`src/design/ur_host_defines.svh`:
```
// Offsets, field positions, reset values and TLP codes of the unsupported-request host.
`ifndef UR_HOST_DEFINES_SVH
`define UR_HOST_DEFINES_SVH

// Byte offsets of the host's own registers on the Wishbone slave.
`define OFS_CTRL        8'h00
`define OFS_MSI_ISSUE   8'h04
`define OFS_AER_REPORT  8'h08
`define OFS_STATUS      8'h0C
`define OFS_LINK        8'h10
`define OFS_UR_COUNT    8'h14
`define OFS_DROP_COUNT  8'h18
`define OFS_HDR_LO      8'h1C
`define OFS_HDR_HI      8'h20

// Control register: terminate-configuration, memory support, I/O support, I/O window map.
`define CTRL_W          10
`define CTRL_RESET      10'h001
`define CTRL_TERM_BIT   0
`define CTRL_MEM_BIT    1
`define CTRL_IO_BIT     2
`define CTRL_BARIO_LSB  3

// Report register bit positions.
`define AER_TOUT_BIT    0
`define AER_ABNP_BIT    1
`define AER_ABP_BIT     2
`define AER_UNEXP_BIT   3

// Device-side map, kept for software reference only.
`define DEV_MSI_DWORD   12'h070
`define DEV_MSI_EN_BIT  16

// Header fields of the first receive beat.
`define HDR_FT_MSB      63
`define HDR_FT_LSB      56
`define HDR_LEN_MSB     41
`define HDR_LEN_QLSB    34
`define HDR_LEN_LSB     32
`define HDR_REQ_MSB     31
`define HDR_REQ_LSB     16
`define HDR_TAG_MSB     15
`define HDR_TAG_LSB     8
`define HDR_CODE_MSB    7
`define HDR_CODE_LSB    0

// Format and type codes.
`define FT_MRD32        8'h00
`define FT_MRD64        8'h20
`define FT_MRDLK32      8'h01
`define FT_MRDLK64      8'h21
`define FT_IORD         8'h02
`define FT_IOWR         8'h42
`define FT_CFGRD0       8'h04
`define FT_CFGWR0       8'h44
`define FT_MWR32        8'h40
`define FT_MWR64        8'h60
`define FT_CPLLK        8'h0B
`define FT_CPLDLK       8'h4B
`define FT_MSG_HI       5'h06
`define FT_MSGD_HI      5'h0E
`define MSG_VDM0        8'h7E
`define MSG_VDM1        8'h7F

// Completion status codes.
`define CPL_SC          3'h0
`define CPL_UR          3'h1

`endif

```
`src/design/ur_host_pkg.sv`:
```
// Types shared by the unsupported-request host controller.
`include "ur_host_defines.svh"
package ur_host_pkg;

   typedef enum logic [1:0] {
      ST_IDLE    = 2'b00,
      ST_BODY    = 2'b01,
      ST_RELEASE = 2'b11,
      ST_ANSWER  = 2'b10
   } fsm_t;

   typedef struct packed {
      logic [6:0] bar_io;
      logic       io_ok;
      logic       mem_ok;
      logic       term_cfg;
   } ctrl_t;

   typedef struct packed {
      logic send_cpl;
      logic ur;
      logic rel_ph;
      logic rel_pd;
      logic rel_nph;
      logic to_app;
      logic flagged;
   } decision_t;

   typedef struct packed {
      logic [2:0]  status;
      logic [15:0] requester;
      logic [7:0]  tag;
   } cpl_req_t;

endpackage

```
`src/design/tlp_decide.sv`:
```
// Decides completion and credit handling for one received TLP header.
`timescale 1ns/1ps
`include "ur_host_defines.svh"
module tlp_decide (
   input  wire logic [7:0]           fmt_type,
   input  wire logic [7:0]           msg_code,
   input  wire logic [6:0]           bar_hit,
   input  wire logic                 us_flag,
   input  wire ur_host_pkg::ctrl_t   ctrl,
   output ur_host_pkg::decision_t    decision
);

   logic hit_io;
   logic hit_mem;

   assign hit_io  = |(bar_hit & ctrl.bar_io);
   assign hit_mem = |(bar_hit & ~ctrl.bar_io);

   always_comb begin
      decision         = '0;
      decision.flagged = us_flag;
      case (fmt_type)
         // Memory read: forwarded on a memory window hit with memory support on, otherwise UR.
         `FT_MRD32, `FT_MRD64: begin
            decision.rel_nph = 1'b1;
            if (hit_mem && ctrl.mem_ok) begin
               decision.to_app = 1'b1;
            end else begin
               decision.send_cpl = 1'b1;
               decision.ur       = 1'b1;
            end
         end
         `FT_MRDLK32, `FT_MRDLK64: begin
            decision.rel_nph  = 1'b1;
            decision.send_cpl = 1'b1;
            decision.ur       = 1'b1;
         end
         `FT_IORD, `FT_IOWR: begin
            decision.rel_nph = 1'b1;
            if (hit_io && ctrl.io_ok) begin
               decision.to_app = 1'b1;
            end else begin
               decision.send_cpl = 1'b1;
               decision.ur       = 1'b1;
            end
         end
         `FT_MWR32, `FT_MWR64: begin
            decision.rel_ph = 1'b1;
            decision.rel_pd = 1'b1;
            decision.to_app = hit_mem && ctrl.mem_ok;
         end
         `FT_CFGRD0, `FT_CFGWR0: begin
            decision.rel_nph = !ctrl.term_cfg;
            decision.to_app  = !ctrl.term_cfg;
         end
         `FT_CPLLK, `FT_CPLDLK: begin
            decision.rel_nph = 1'b0;
         end
         default: begin
            if (fmt_type[7:3] == `FT_MSG_HI || fmt_type[7:3] == `FT_MSGD_HI) begin
               decision.rel_ph = 1'b1;
               decision.rel_pd = (fmt_type[7:3] == `FT_MSGD_HI);
               if (msg_code == `MSG_VDM0 || msg_code == `MSG_VDM1) begin
                  decision.send_cpl = 1'b1;
                  decision.ur       = 1'b1;
               end
            end
         end
      endcase
   end

endmodule

```
`src/design/ur_host.sv`:
```
// Host controller that terminates unsupported requests and drives the endpoint side pins.
`timescale 1ns/1ps
`include "ur_host_defines.svh"
module ur_host #(
   parameter int MSI_VECTORS = 8
) (
   input  wire logic                 clk,
   input  wire logic                 nrst,
   input  wire logic                 wb_cyc_i,
   input  wire logic                 wb_stb_i,
   input  wire logic                 wb_we_i,
   input  wire logic [7:0]           wb_adr_i,
   input  wire logic [3:0]           wb_sel_i,
   input  wire logic [31:0]          wb_dat_i,
   output      logic [31:0]          wb_dat_o,
   output      logic                 wb_ack_o,
   input  wire logic                 receive_tlp_start,
   input  wire logic                 receive_tlp_end,
   input  wire logic [63:0]          receive_data,
   input  wire logic [6:0]           receive_bar_hit,
   input  wire logic                 unsupported_request_flag,
   input  wire logic                 receive_ecrc_error,
   input  wire logic                 receive_malformed,
   input  wire logic                 msi_enable_in,
   input  wire logic [2:0]           multi_message_enable_out,
   input  wire logic [1:0]           power_state_out,
   input  wire logic                 pme_status_in,
   input  wire logic                 pme_enable_in,
   input  wire logic [3:0]           command_bits_in,
   input  wire logic [15:0]          device_control_in,
   input  wire logic [15:0]          link_control_in,
   output      logic [7:0]           msi_request,
   output      logic                 nonposted_header_done,
   output      logic                 posted_header_done,
   output      logic                 posted_data_done,
   output      logic [7:0]           posted_data_count,
   output      logic                 completion_timeout_out,
   output      logic                 completer_abort_nonposted_in,
   output      logic                 completer_abort_posted,
   output      logic                 unexpected_completion,
   output      logic [127:0]         errored_tlp_header,
   output      logic                 cpl_req_valid,
   input  wire logic                 cpl_req_ready,
   output      ur_host_pkg::cpl_req_t cpl_req,
   output      logic                 app_tlp_valid,
   output      logic [63:0]          app_tlp_header
);

   if (MSI_VECTORS < 1 || MSI_VECTORS > 8) begin : g_bad_vectors
      $error("MSI_VECTORS must lie between 1 and 8");
   end

   typedef struct packed {
      ur_host_pkg::fsm_t      fsm;
      logic [63:0]            hdr;
      ur_host_pkg::decision_t dec;
      ur_host_pkg::ctrl_t     ctrl;
      logic                   ack;
      logic [31:0]            rdata;
      logic [7:0]             msi;
      logic [3:0]             aer;
      logic [15:0]            ur_cnt;
      logic [15:0]            flag_cnt;
      logic [15:0]            drop_cnt;
      logic                   app;
      logic                   nph;
      logic                   ph;
      logic                   pd;
      logic [7:0]             pd_num;
      logic                   cpl_valid;
      ur_host_pkg::cpl_req_t  cpl;
   } host_state_t;

   localparam logic [8:0] VEC_ONE = 9'h001;
   localparam logic [7:0] VEC_CAP = 8'(( VEC_ONE << MSI_VECTORS) - VEC_ONE);

   host_state_t            state_ff;
   host_state_t            nxt_state;
   ur_host_pkg::decision_t new_dec;
   logic                   bus_req;
   logic                   bus_wr;
   logic                   rx_error;
   logic [31:0]            lane_mask;
   logic [31:0]            rd_mux;
   logic [7:0]             vec_mask;
   logic [7:0]             credit_num;

   tlp_decide u_decide (
      .fmt_type (receive_data[`HDR_FT_MSB:`HDR_FT_LSB]),
      .msg_code (receive_data[`HDR_CODE_MSB:`HDR_CODE_LSB]),
      .bar_hit  (receive_bar_hit),
      .us_flag  (unsupported_request_flag),
      .ctrl     (state_ff.ctrl),
      .decision (new_dec)
   );

   assign bus_req   = wb_cyc_i && wb_stb_i && !state_ff.ack;
   assign bus_wr    = wb_cyc_i && wb_stb_i && wb_we_i && state_ff.ack;
   assign rx_error  = receive_ecrc_error || receive_malformed;
   assign lane_mask = {{8{wb_sel_i[3]}}, {8{wb_sel_i[2]}}, {8{wb_sel_i[1]}}, {8{wb_sel_i[0]}}};

   // One data credit per four dwords, rounded up.
   assign credit_num = state_ff.hdr[`HDR_LEN_MSB:`HDR_LEN_QLSB]
                       + {7'h00, |state_ff.hdr[`HDR_LEN_QLSB-1:`HDR_LEN_LSB]};

   // Only vectors granted by the multiple-message enable may be raised.
   always_comb begin
      case (multi_message_enable_out)
         3'h0:    vec_mask = 8'h01 & VEC_CAP;
         3'h1:    vec_mask = 8'h03 & VEC_CAP;
         3'h2:    vec_mask = 8'h0F & VEC_CAP;
         default: vec_mask = VEC_CAP;
      endcase
   end

   always_comb begin
      case (wb_adr_i)
         `OFS_CTRL:       rd_mux = {22'h000000, state_ff.ctrl};
         `OFS_STATUS:     rd_mux = {20'h00000, pme_enable_in, pme_status_in, command_bits_in,
                                    power_state_out, multi_message_enable_out, msi_enable_in};
         `OFS_LINK:       rd_mux = {link_control_in, device_control_in};
         `OFS_UR_COUNT:   rd_mux = {state_ff.flag_cnt, state_ff.ur_cnt};
         `OFS_DROP_COUNT: rd_mux = {16'h0000, state_ff.drop_cnt};
         `OFS_HDR_LO:     rd_mux = state_ff.hdr[31:0];
         `OFS_HDR_HI:     rd_mux = state_ff.hdr[63:32];
         default:         rd_mux = 32'h00000000;
      endcase
   end

   always_comb begin
      nxt_state     = state_ff;
      nxt_state.ack = bus_req;
      nxt_state.msi = 8'h00;
      nxt_state.aer = 4'h0;
      nxt_state.app = 1'b0;
      nxt_state.nph = 1'b0;
      nxt_state.ph  = 1'b0;
      nxt_state.pd  = 1'b0;
      if (bus_req) begin
         nxt_state.rdata = rd_mux;
      end
      // Writes commit on the edge at which the master sees the acknowledge.
      if (bus_wr) begin
         case (wb_adr_i)
            `OFS_CTRL: begin
               nxt_state.ctrl = `CTRL_W'(({22'h000000, state_ff.ctrl} & ~lane_mask)
                                         | (wb_dat_i & lane_mask));
            end
            `OFS_MSI_ISSUE: begin
               // One-cycle high gives a rising edge per vector.
               if (wb_sel_i[0]) begin
                  nxt_state.msi = wb_dat_i[7:0] & vec_mask & {8{msi_enable_in}};
               end
            end
            `OFS_AER_REPORT: begin
               if (wb_sel_i[0]) begin
                  nxt_state.aer = wb_dat_i[3:0];
               end
            end
            default: begin
               nxt_state.aer = 4'h0;
            end
         endcase
      end
      case (state_ff.fsm)
         ur_host_pkg::ST_IDLE: begin
            // Device flag sampled with the start beat.
            if (receive_tlp_start) begin
               nxt_state.hdr = receive_data;
               nxt_state.dec = new_dec;
               if (new_dec.flagged) begin
                  nxt_state.flag_cnt = state_ff.flag_cnt + 16'h0001;
               end
               if (receive_tlp_end && rx_error) begin
                  nxt_state.drop_cnt = state_ff.drop_cnt + 16'h0001;
               end else if (receive_tlp_end) begin
                  nxt_state.fsm = ur_host_pkg::ST_RELEASE;
                  nxt_state.nph = new_dec.rel_nph;
                  nxt_state.ph  = new_dec.rel_ph;
                  nxt_state.pd  = new_dec.rel_pd;
                  nxt_state.app = new_dec.to_app;
               end else begin
                  nxt_state.fsm = ur_host_pkg::ST_BODY;
               end
            end
         end
         ur_host_pkg::ST_BODY: begin
            // Errored TLPs are dropped without credit or completion.
            if (receive_tlp_end && rx_error) begin
               nxt_state.fsm      = ur_host_pkg::ST_IDLE;
               nxt_state.drop_cnt = state_ff.drop_cnt + 16'h0001;
            end else if (receive_tlp_end) begin
               nxt_state.fsm = ur_host_pkg::ST_RELEASE;
               nxt_state.nph = state_ff.dec.rel_nph;
               nxt_state.ph  = state_ff.dec.rel_ph;
               nxt_state.pd  = state_ff.dec.rel_pd;
               nxt_state.app = state_ff.dec.to_app;
            end
         end
         ur_host_pkg::ST_RELEASE: begin
            nxt_state.pd_num = credit_num;
            if (state_ff.dec.send_cpl) begin
               nxt_state.fsm           = ur_host_pkg::ST_ANSWER;
               nxt_state.cpl_valid     = 1'b1;
               nxt_state.cpl.status    = state_ff.dec.ur ? `CPL_UR : `CPL_SC;
               nxt_state.cpl.requester = state_ff.hdr[`HDR_REQ_MSB:`HDR_REQ_LSB];
               nxt_state.cpl.tag       = state_ff.hdr[`HDR_TAG_MSB:`HDR_TAG_LSB];
            end else begin
               nxt_state.fsm = ur_host_pkg::ST_IDLE;
            end
         end
         ur_host_pkg::ST_ANSWER: begin
            if (cpl_req_ready) begin
               nxt_state.fsm       = ur_host_pkg::ST_IDLE;
               nxt_state.cpl_valid = 1'b0;
               nxt_state.ur_cnt    = state_ff.ur_cnt + 16'h0001;
            end
         end
         default: begin
            nxt_state.fsm = ur_host_pkg::ST_IDLE;
         end
      endcase
      // A start while the previous TLP is still in body, release or answer cannot be served.
      if (receive_tlp_start && state_ff.fsm != ur_host_pkg::ST_IDLE) begin
         nxt_state.drop_cnt = state_ff.drop_cnt + 16'h0001;
      end
   end

   always_ff @(posedge clk or negedge nrst) begin
      if (!nrst) begin
         state_ff           <= '0;
         state_ff.fsm       <= ur_host_pkg::ST_IDLE;
         state_ff.ctrl      <= `CTRL_RESET;
      end else begin
         state_ff <= nxt_state;
      end
   end

   // Data credit count comes straight from the header during the pulse and is held in pd_num after it.
   assign posted_data_count            = (state_ff.fsm == ur_host_pkg::ST_RELEASE)
                                         ? credit_num : state_ff.pd_num;
   assign wb_dat_o                     = state_ff.rdata;
   assign wb_ack_o                     = state_ff.ack;
   assign msi_request                  = state_ff.msi;
   assign nonposted_header_done        = state_ff.nph;
   assign posted_header_done           = state_ff.ph;
   assign posted_data_done             = state_ff.pd;
   assign completion_timeout_out       = state_ff.aer[`AER_TOUT_BIT];
   assign completer_abort_nonposted_in = state_ff.aer[`AER_ABNP_BIT];
   assign completer_abort_posted       = state_ff.aer[`AER_ABP_BIT];
   assign unexpected_completion        = state_ff.aer[`AER_UNEXP_BIT];
   assign errored_tlp_header           = {state_ff.hdr, 64'h0000000000000000};
   assign cpl_req_valid                = state_ff.cpl_valid;
   assign cpl_req                      = state_ff.cpl;
   assign app_tlp_valid                = state_ff.app;
   assign app_tlp_header               = state_ff.hdr;

   logic       in_release;
   logic [7:0] held_ft;
   logic [7:0] held_code;
   logic       held_nobar;

   assign in_release = (state_ff.fsm == ur_host_pkg::ST_RELEASE);
   assign held_ft    = state_ff.hdr[`HDR_FT_MSB:`HDR_FT_LSB];
   assign held_code  = state_ff.hdr[`HDR_CODE_MSB:`HDR_CODE_LSB];

   always_ff @(posedge clk or negedge nrst) begin
      if (!nrst) begin
         held_nobar <= 1'b0;
      end else if (receive_tlp_start && state_ff.fsm == ur_host_pkg::ST_IDLE) begin
         held_nobar <= (receive_bar_hit == 7'h00);
      end
   end
endmodule

```
`config.mk`:
```
export PLATFORM = sky130hd
export DESIGN_NAME = ur_host
export DESIGN_NICKNAME = d
export VERILOG_FILES = /design/src/design/ur_host_pkg.sv /design/src/design/tlp_decide.sv /design/src/design/ur_host.sv
export VERILOG_INCLUDE_DIRS = /design/src /design/src/design
export SDC_FILE = /design/constraint.sdc
export NUM_CORES = 1
export LEC_CHECK = 0
export BUFFER_PORTS_ARGS = -buffer_cell sky130_fd_sc_hd__buf_2
export CAP_MARGIN = 20
export CELL_PAD_IN_SITES_DETAIL_PLACEMENT = 0
export CELL_PAD_IN_SITES_GLOBAL_PLACEMENT = 2
export CORE_MARGIN = 2
export CORE_UTILIZATION = 32
export CTS_BUF_LIST = sky130_fd_sc_hd__clkbuf_4
export CTS_CLUSTER_DIAMETER = 200
export DETAILED_ROUTE_END_ITERATION = 8
export MAX_ROUTING_LAYER = met4
export PLACE_DENSITY_LB_ADDON = 0.1
export SYNTH_ARGS = -nofsm -noshare
export SYNTH_HDL_FRONTEND = slang
export SYNTH_SLANG_ARGS = --single-unit
```
`constraint.sdc`:
```
create_clock -name clk -period 4.6 [get_ports clk]
set_clock_uncertainty 0.05 [all_clocks]
set_input_delay 0 -clock clk [delete_from_list [all_inputs] [get_ports clk]]
set_output_delay 0 -clock clk [all_outputs]
set_load 0.1 [all_outputs]
```
After elaboration in Yosys (flattened, before gate mapping)
Cells that the tools add are included.

Add/subtract/negate cells: 4. Reductions and logical operators: 39. Bitwise gates (word level): 9. Eq/ne operators: 34. Mux-type cells: 38.

Operator list (count): $pmux W32 S7 (1); $mux W73 (1); $eq A8 B7 Y1 const B (7); $add A16 B1 Y16 const B (3); $pmux W20 S2 (1); $eq A8 B5 Y1 const B (4); $mux W16 (2); $mux W28 (1); $mux W4 (7); $eq A8 B4 Y1 const B (3); $eq A8 B6 Y1 const B (3); $mux W8 (3); $pmux W8 S3 (1); $and A10 B10 Y10 (2); $mux W20 (1); $mux W2 (9); $and A8 B8 Y8 (2); $eq A8 B3 Y1 const B (2); $logic_not A8 Y1 (2); $pmux W2 S4 (2); $and A7 B7 Y7 (2); $reduce_or A7 Y1 (2); $mux W12 (1); $reduce_or A2 Y1 (6); 30 further kinds (56).

Output and inout bits: 277. Bits in registers: 216.

Longest topological paths before layout
Gate-level depths: netlist of run 1.

Depth after elaboration: 11. Depth in mapped cells: 8.

Hierarchy
Synthesis of run 1 repeated with hierarchy kept, for this count alone.

Cell total of the unflattened synthesis: 1251. Area total of the unflattened synthesis: 12203.0 µm².

By module, submodules not included: ur_host (sequential area each 5331.4 µm², area each 11949.0 µm², instances 1, cells each 1211); tlp_decide (sequential area each 0.0 µm², area each 254.0 µm², instances 1, cells each 40).

Worst setup path after synthesis of run 1
No wires, ideal clock.

Path kind: register -> register. Start point: reg state_ff (netlist bit wb_ack_o). End point: reg state_ff (netlist bit wb_dat_o[17]). Clock period less this slack: 2092 ps. Buffers on the path: 1. Arrival: 1959 ps. Cell stages (with the launch flop): 7. Data required time: 4467 ps. Setup time: 83 ps. Setup slack: 2508 ps. Path through: dfrtp_1 -> nand3b_1 -> inv_1 -> o2111ai_1 -> or2_1 -> clkbuf_1 -> o21ai_0.

Cells in the longest elaborated chain, start to end: 2.

Ends and longest elaborated chain: from (decl) (line ur_host.sv:77) `host_state_t state_ff;`; from (signal assigned) (line ur_host.sv:235) `state_ff <= nxt_state;`; $logic_not A1 Y1 (line ur_host.sv:97) `assign bus_req = wb_cyc_i && wb_stb_i && !state_ff.ack;`; $logic_and A1 B1 Y1 (line ur_host.sv:97); via bus_req (line ur_host.sv:80) `logic bus_req;`.

The timed path passes the listed nets, and every way through them passes these cells. A chain may end at the register's enable or synchronous reset.

Worst setup path after layout of run 1
Start point: reg state_ff (netlist bit wb_ack_o). End point: reg state_ff (netlist bit wb_dat_o[15]).

Same word-level chain as after synthesis.

==> qor.yml, run 1 <==
cts:
  post_cts_resized: 0
  clkTransAtPathRegs_ps: 60
  clk_path_buf_depth: 3
  cts_inserted_buffers: 69
  cts_tree: "yes"
  h-tree-depth: 3
  root_buffer: "clkbuf_4"
  cts_num_sinks: 212
  insertion_delay_ps: 720
flow_run:
  maxCapViolCount: 0
die:
  initial_core_util: 0.323
  chipWidth_um: 196
  dieArea_um2: 38300
  chipHeight_um: 196
  num_io_pins: 447
  row_count: 70
  coreArea_um2: 36400
logic_synthesis:
  avgSynthCellArea_um2: 9.71
  async_flop_share: 1.00
  yosys_warnings: 0
  synth_top_area_cell: "dfrtp_1"
  netlist_instances: 1211
  ys_seq_elements: 212
  yosys-top-cells-area: "dfrtp_1 45%, buf_4 17%, nand2_1 8.0%, mux2_2 4.4%, xnor2_1 2.5%"
  synth_cell_types: 67
  synth.top_cell.area_share: 0.449
  synth_edf_count: 0
  synth.cell_area_um2: 11800
  ys.flop_type: "dfrtp_1"
  ys_seq_area_frac: 0.451
power_and_ir_drop:
  p_leak_uw: 0.00822
  ir_drop_mv: 0.727
  p_seq_frac: 0.252
  p_comb_frac: 0.579
  p_sw_frac: 0.617
  internal_power_uw: 4380
  power_uw: 11400
  switching_power_uw: 7050
  pwr-share-clk: 0.169
  power_density_nw_per_um2: 698
finish:
  final_common_cell: "buf_2"
  final_cell_mix: "355 x buf_2, 322 x dlygate4sd3_1, 251 x nand2_1"
  fillers: 3643
  fin_nets: 1896
  layout-drive-gt1-share: 0.305
  syn_to_final_growth_pct: 39.3
  utilization: 0.450
critical_path:
  reg2reg_depth: 9
  r2r-start: "wb_ack_o"
  arrival_ps: 4280
  critPathMaxFanout: 31
  crit_path_start: "wb_ack_o"
  worst-setup-path-type: "register to register"
  critPathLaunchType: "register"
  required_ps: 5210
  critPathCaptureType: "register"
global_route:
  grt_overflow: 0
  antenna_found_initial: 4
  grt_max_degree: 120
  first_global_vias: 10291
  grt_usage: 0.224
  grt_pass1_wl_um: 62800
hold_path:
  holdCritPathClass: "input pin to register"
  min_from: "multi_message_enable_out[0]"
  hold_path_depth: 3
sta:
  rsz0062_at_grt: "no"
  hold_viol: 0
  min_period_over_period: 0.800
  max_slew_margin: 0.270
  setup_viol: 0
  maxSlewViolCount: 0
  fin_setup_tns_ps: 0
  fmax_mhz: 272
  whs_ps: 74.3
  fin_crit_ps: 3680
  worstMarginPinSlew_ps: 1090
  final.setup.worst_slack_ps: 922
detailed_routing:
  drc: 0
  first_pass_iters: 5
  wirelength_um: 41600
  viasPerCell: 4.60
  wl_per_cell_um: 18.6
  num_vias: 10266
  ant_nets: 0
  drt_iter0_drc: 557
place:
  io_buffers: 356
  preCtsSetupSlack_ps: 1980
  place.gp.congestion: 0.803
  hpwl_um: 28600
run_status:
  status: "complete, no violations"
[flip-flops by register name, indices dropped and copies added (netlist names), 8 cells and up, named ones only]
| name | count |
|---|---|
| app_tlp_header | 64 |
| cpl_req | 25 |
| msi_request | 8 |
| state_ff | 63 |
| wb_dat_o | 32 |
[what timing repair did]
action                                 CTS  global route
endpoints found under the hold margin  285             0
hold buffers                           323             0
buffers inserted                         0             0
[Yosys cell counts (all sizes together) (2+ instances only)]
cell type / instances
a311oi: 2
nor3: 5
a222oi: 13
a211oi: 2
nor4: 8
o211a: 2
buf: 285
clkbuf: 28
nand3: 26
nor2: 23
a21oi: 12
nor4b: 2
dfrtp: 211
a22oi: 21
nor3b: 5
or4: 2
nor2b: 9
mux4: 4
a31oi: 3
nand2: 252
a32o: 4
and4: 2
o22ai: 10
or2: 3
nand2b: 8
mux2: 46
and2: 13
o21ai: 52
and3b: 3
xnor2: 34
a22o: 19
and3: 18
mux2i: 16
inv: 9
or3: 2
a221oi: 5
ha: 5
nand4: 11
xor2: 18
[power groups by stage]
stage	logic, uW	clock network (uW)	registers, uW
6_report	6620	1930	2880
5_1_grt	6850	2120	2960
4_1_cts	6650	2020	2900
3_5_place_dp	6390	0	2930
3_3_place_gp	6380	0	2910
2_1_floorplan	6410	0	2670
[cell families after synthesis]
kind of cell / count (synthesis) / share of synthesized area
AND/OR/NAND/NOR: 399 / 0.158
buffers and inverters: 322 / 0.190
flip-flops: 212 / 0.451
AO/OA/AOI/OAI: 154 / 0.0911
multiplexers: 66 / 0.0653
XOR/XNOR: 52 / 0.0387
adder cells (fa/ha/maj): 5 / 0.00532
other: 1 / 0.000319
[final cells by class]
cell class,instances,area (um2),share of cell area
inverter,9,33.8,0.00206
timing repair buffer,687,5110,0.312
tap,468,586,0.0357
antenna,4,10.0,0.000611
multi-input combinational,742,4500,0.275
clock buffer,101,758,0.0463
clock inverter,11,68.8,0.00420
sequential,212,5310,0.324
[worst paths after layout]
| path | to | slack, ps |
|---|---|---|
| max | wb_dat_o[15] | 920 |
| min | msi_request[1] | 70 |
| max reg2reg | wb_dat_o[15] | 920 |
| min reg2reg | cpl_req[24] | 410 |
| max in group asynchronous | state_ff[146] | 3420 |
| min in group asynchronous | asynchronous set/reset pin | 340 |
[critical path: stages, from the launching register on]
cell and delay (ps):
dfrtp_1 390, nand3b_1 150, dlygate4sd3_1 560, buf_4 270, inv_1 290, o2111ai_1 180, nor2_1 660, nand3_1 300
o21ai_0 210, dlygate4sd3_1 560
[routing by layer]
layer,vias up,part of all wire,wire (um),GRT usage
met2,352,0.47,19500,0.347
met5,-,0,0,-
met4,0,0.023,959,0.0721
li1,4842,-,-,-
met3,70,0.055,2270,0.0490
met1,5002,0.45,18900,0.291
[metrics by stage]
step | cell area (um2) | cells
3_3_place_gp | 12300 | 1795
3_5_place_dp | 12300 | 1795
5_1_grt | 16400 | 2234
2_1_floorplan | 12000 | 1276
4_1_cts | 16400 | 2230
6_report | 16400 | 2234
Note: power is estimated with default switching activity, not from simulation.
==> run 2: changes to the inputs <==
ABC_AREA = 1   (was unset)
CORE_UTILIZATION = 28   (was 32)
clock period = 3.4 ns   (was 4.6 ns; I/O delays follow)
==> run 2 against run 1 <==
Compared with the run above:
- routed wire length is 14% higher
- flip-flop and latch count stayed put
- core utilization is 5.8 points lower
- register-to-register slack worse by 640 ps
- clock power is 41% higher
- worst setup slack worse by 820 ps
- non-clock buffer count is 18 lower
- critical endpoint is now wb_dat_o[18]
==> qor.yml, run 2 <==
run_status:
  status: "complete, no violations"
logic_synthesis:
  synth_cell_types: 34  # -49%
  synth_edf_count: 0  # unchanged
  yosys-top-cells-area: "dfrtp_1 43%, nand2_1 18%, buf_4 16%, nand3_1 3.6%, inv_1 3.1%"
  synth.top_cell.area_share: 0.427  # -0.0217
  yosys_warnings: 0  # unchanged
  yosysMostFrequentCell: "nand2_1"
  avgSynthCellArea_um2: 7.61  # -22%
  ys_seq_area_frac: 0.429  # -0.0218
  netlist_instances: 1624  # +34%
  synth.cell_area_um2: 12400  # +5.1%
  async_flop_share: 1.00  # unchanged
  synth_commonest_cells: "586 x nand2_1, 271 x buf_4, 211 x dfrtp_1"
  ys_seq_elements: 212  # unchanged
  ys.flop_type: "dfrtp_1"
  synth_top_area_cell: "dfrtp_1"
cts:
  root_buffer: "clkbuf_4"
  insertion_delay_ps: 750  # +30 ps
  cts_num_sinks: 212  # unchanged
  h-tree-depth: 3  # unchanged
  clk_path_buf_depth: 3  # unchanged
  clkTransAtPathRegs_ps: 60  # about the same
  cts_tree: "yes"
  cts_inserted_buffers: 71  # +2.9%
finish:
  final_common_cell: "nand2_1"
  fin_cells: 2750  # +23%
  syn_to_final_growth_pct: 37.3
  fin_nets: 2297  # +21%
  layout-drive-gt1-share: 0.248  # -0.0565
  final_cell_mix: "585 x nand2_1, 355 x buf_2, 296 x dlygate4sd3_1"
  largest_reg_flops: 64  # unchanged
critical_path:
  critPathLaunchType: "input pin"
  worst-setup-path-type: "input pin to register"
  reg2reg_depth: 8  # -1
  critPathMaxFanout: 16  # -48%
  r2r_setup_slack_ps: 280  # -640 ps
  crit_path_start: "wb_adr_i[1]"
  r2r-start: "wb_ack_o"
  critPathCaptureType: "register"
  arrival_ps: 3920  # -360 ps
  required_ps: 4030  # -1180 ps
  endpoint: "wb_dat_o[18]"
flow_run:
  maxCapViolCount: 0  # unchanged
place:
  dp.cells: 2334  # +30%
  place.gp.congestion: 0.802  # about the same
  io_buffers: 356  # unchanged
  hpwl_um: 32600  # +14%
detailed_routing:
  first_pass_iters: 8  # +3
  drt_iter0_drc: 541  # -2.9%
  viasPerCell: 4.25  # -7.5%
  num_vias: 11689  # +14%
  ant_nets: 0  # unchanged
  wl_per_cell_um: 17.2  # -7.4%
  drc: 0  # unchanged
  wirelength_um: 47400  # +14%
sta:
  fin_crit_ps: 3300
  whs_ps: 89.7  # +15.4 ps
  worstMarginPinSlew_ps: 898  # -195 ps
  fin_setup_tns_ps: 0  # unchanged
  hold_viol: 0  # unchanged
  min_period_over_period: 0.970
  fmax_mhz: 303
  maxSlewViolCount: 0  # unchanged
  max_slew_margin: 0.400  # +0.131
  rsz0062_at_grt: "no"
  setup_viol: 0  # unchanged
global_route:
  grt_pass1_wl_um: 71100  # +13%
  grt_busiest_layer: "met2"
  first_global_vias: 11764  # +14%
  grt.met1_usage: 0.275  # -0.0157
  grt_overflow: 0  # unchanged
  antenna_found_initial: 2  # -2
  met2_usage: 0.327  # -0.0210
  grtUsageMet3: 0.0404  # -0.00857
  grt_max_degree: 93  # -23%
  grt_usage: 0.208  # -0.0153
die:
  chipHeight_um: 214  # +9.4%
  chipWidth_um: 214  # +9.4%
  num_io_pins: 447  # unchanged
  row_count: 76  # +8.6%
  initial_core_util: 0.285  # -0.0378
  dieArea_um2: 45800  # +20%
  coreArea_um2: 43400  # +19%
hold_path:
  holdCritPathClass: "input pin to register"
power_and_ir_drop:
  ir_drop_mv: 1.34  # +85%
  p_leak_uw: 0.00920  # +12%
  power_density_nw_per_um2: 997  # +43%
  power_uw: 16900  # +48%
==> run 2: cell count changes in the layout (fill, tap and decap cells not counted), sizes merged, moves of 16 or more <==
cell         before  now
nand2           252  589
inv              13  120
nor2             23  109
nand3            26   97
o21ai            52  102
mux2             46    0
dlygate4sd3     322  296
a22oi            21    0
a22o             19    0
xnor2            34   15
and3             18    0
mux2i            16    0
==> run 2: critical path, stage by stage <==
cell and delay (ps):
dlygate4sd3_1 530, buf_2 130, nor2_4 230, nand3_2 110, dlygate4sd3_1 600, inv_2 360
nand2_1 260, o21ai_0 350, o21ai_1 120, dlygate4sd3_1 580, nand2_1 60, dlygate4sd3_1 550
==> run 2: final cells by class <==
class | count | area [um2]
tap | 585 | 732
inverter | 118 | 445
timing repair buffer | 669 | 4920
fill | 4745 | 26400
clock inverter | 4 | 41.3
antenna | 2 | 5.00
clock buffer | 110 | 826
multi-input combinational | 1050 | 4700
sequential | 212 | 5310
==> run 2: through the flow <==
stage	instance area, um2	worst slack (ps)	util
global route	17000	53.9	0.391
global placement	13100	1190	0.301
detailed placement	13100	1190	0.301
CTS	16900	44.1	0.390
floorplan	12600	1300	-
finish	17000	103	0.391
==> run 2: worst min path at each step <==
stage	from	to	slack [ps]	cells past startpoint
finish	wb_adr_i[2]	wb_dat_o[29]	90	7
global route	multi_message_enable_out[0]	msi_request[1]	50	4
CTS	wb_sel_i[1]	register	6	4
detailed placement	nrst	state_ff[41]	80	1
global placement	nrst	state_ff[42]	70	1
floorplan	nrst	asynchronous set/reset pin	-350	0
==> run 2: routing by layer <==
| metal | vias up | part of all wire |
|---|---|---|
| met2 | 362 | 0.47 |
| met4 | 0 | 0.017 |
| met1 | 5531 | 0.47 |
| li1 | 5732 | - |
| met3 | 64 | 0.051 |
| met5 | - | 0 |
==> run 2: logic make-up (layout without fill, tap and decap cells) <==
family / count (synthesis) / in the layout / share of synthesized area
compound gates: 110 / 110 / 0.0454
xor+xnor: 34 / 34 / 0.0241
fa+ha+maj: 5 / 5 / 0.00506
buf+inv: 429 / 901 / 0.215
flops: 212 / 212 / 0.429
other cells: 1 / 68 / 0.000303
simple gates: 833 / 835 / 0.281
==> run 2: where the power goes <==
part	leakage (uW)	total, uW	internal [uW]	switching [uW]
clock	0.000530	2730	1510	1210
combinational	0.00594	10100	1400	8730
sequential	0.00273	4060	3230	833
total	0.00920	16900	6140	10800
==> run 2: timing repair <==
action | CTS | global route
hold buffers | 298 | 0
setup endpoints to repair | 0 | 16
endpoints found under the hold margin | 390 | 0
gates resized for setup | 0 | 7
setup buffers | 0 | 0
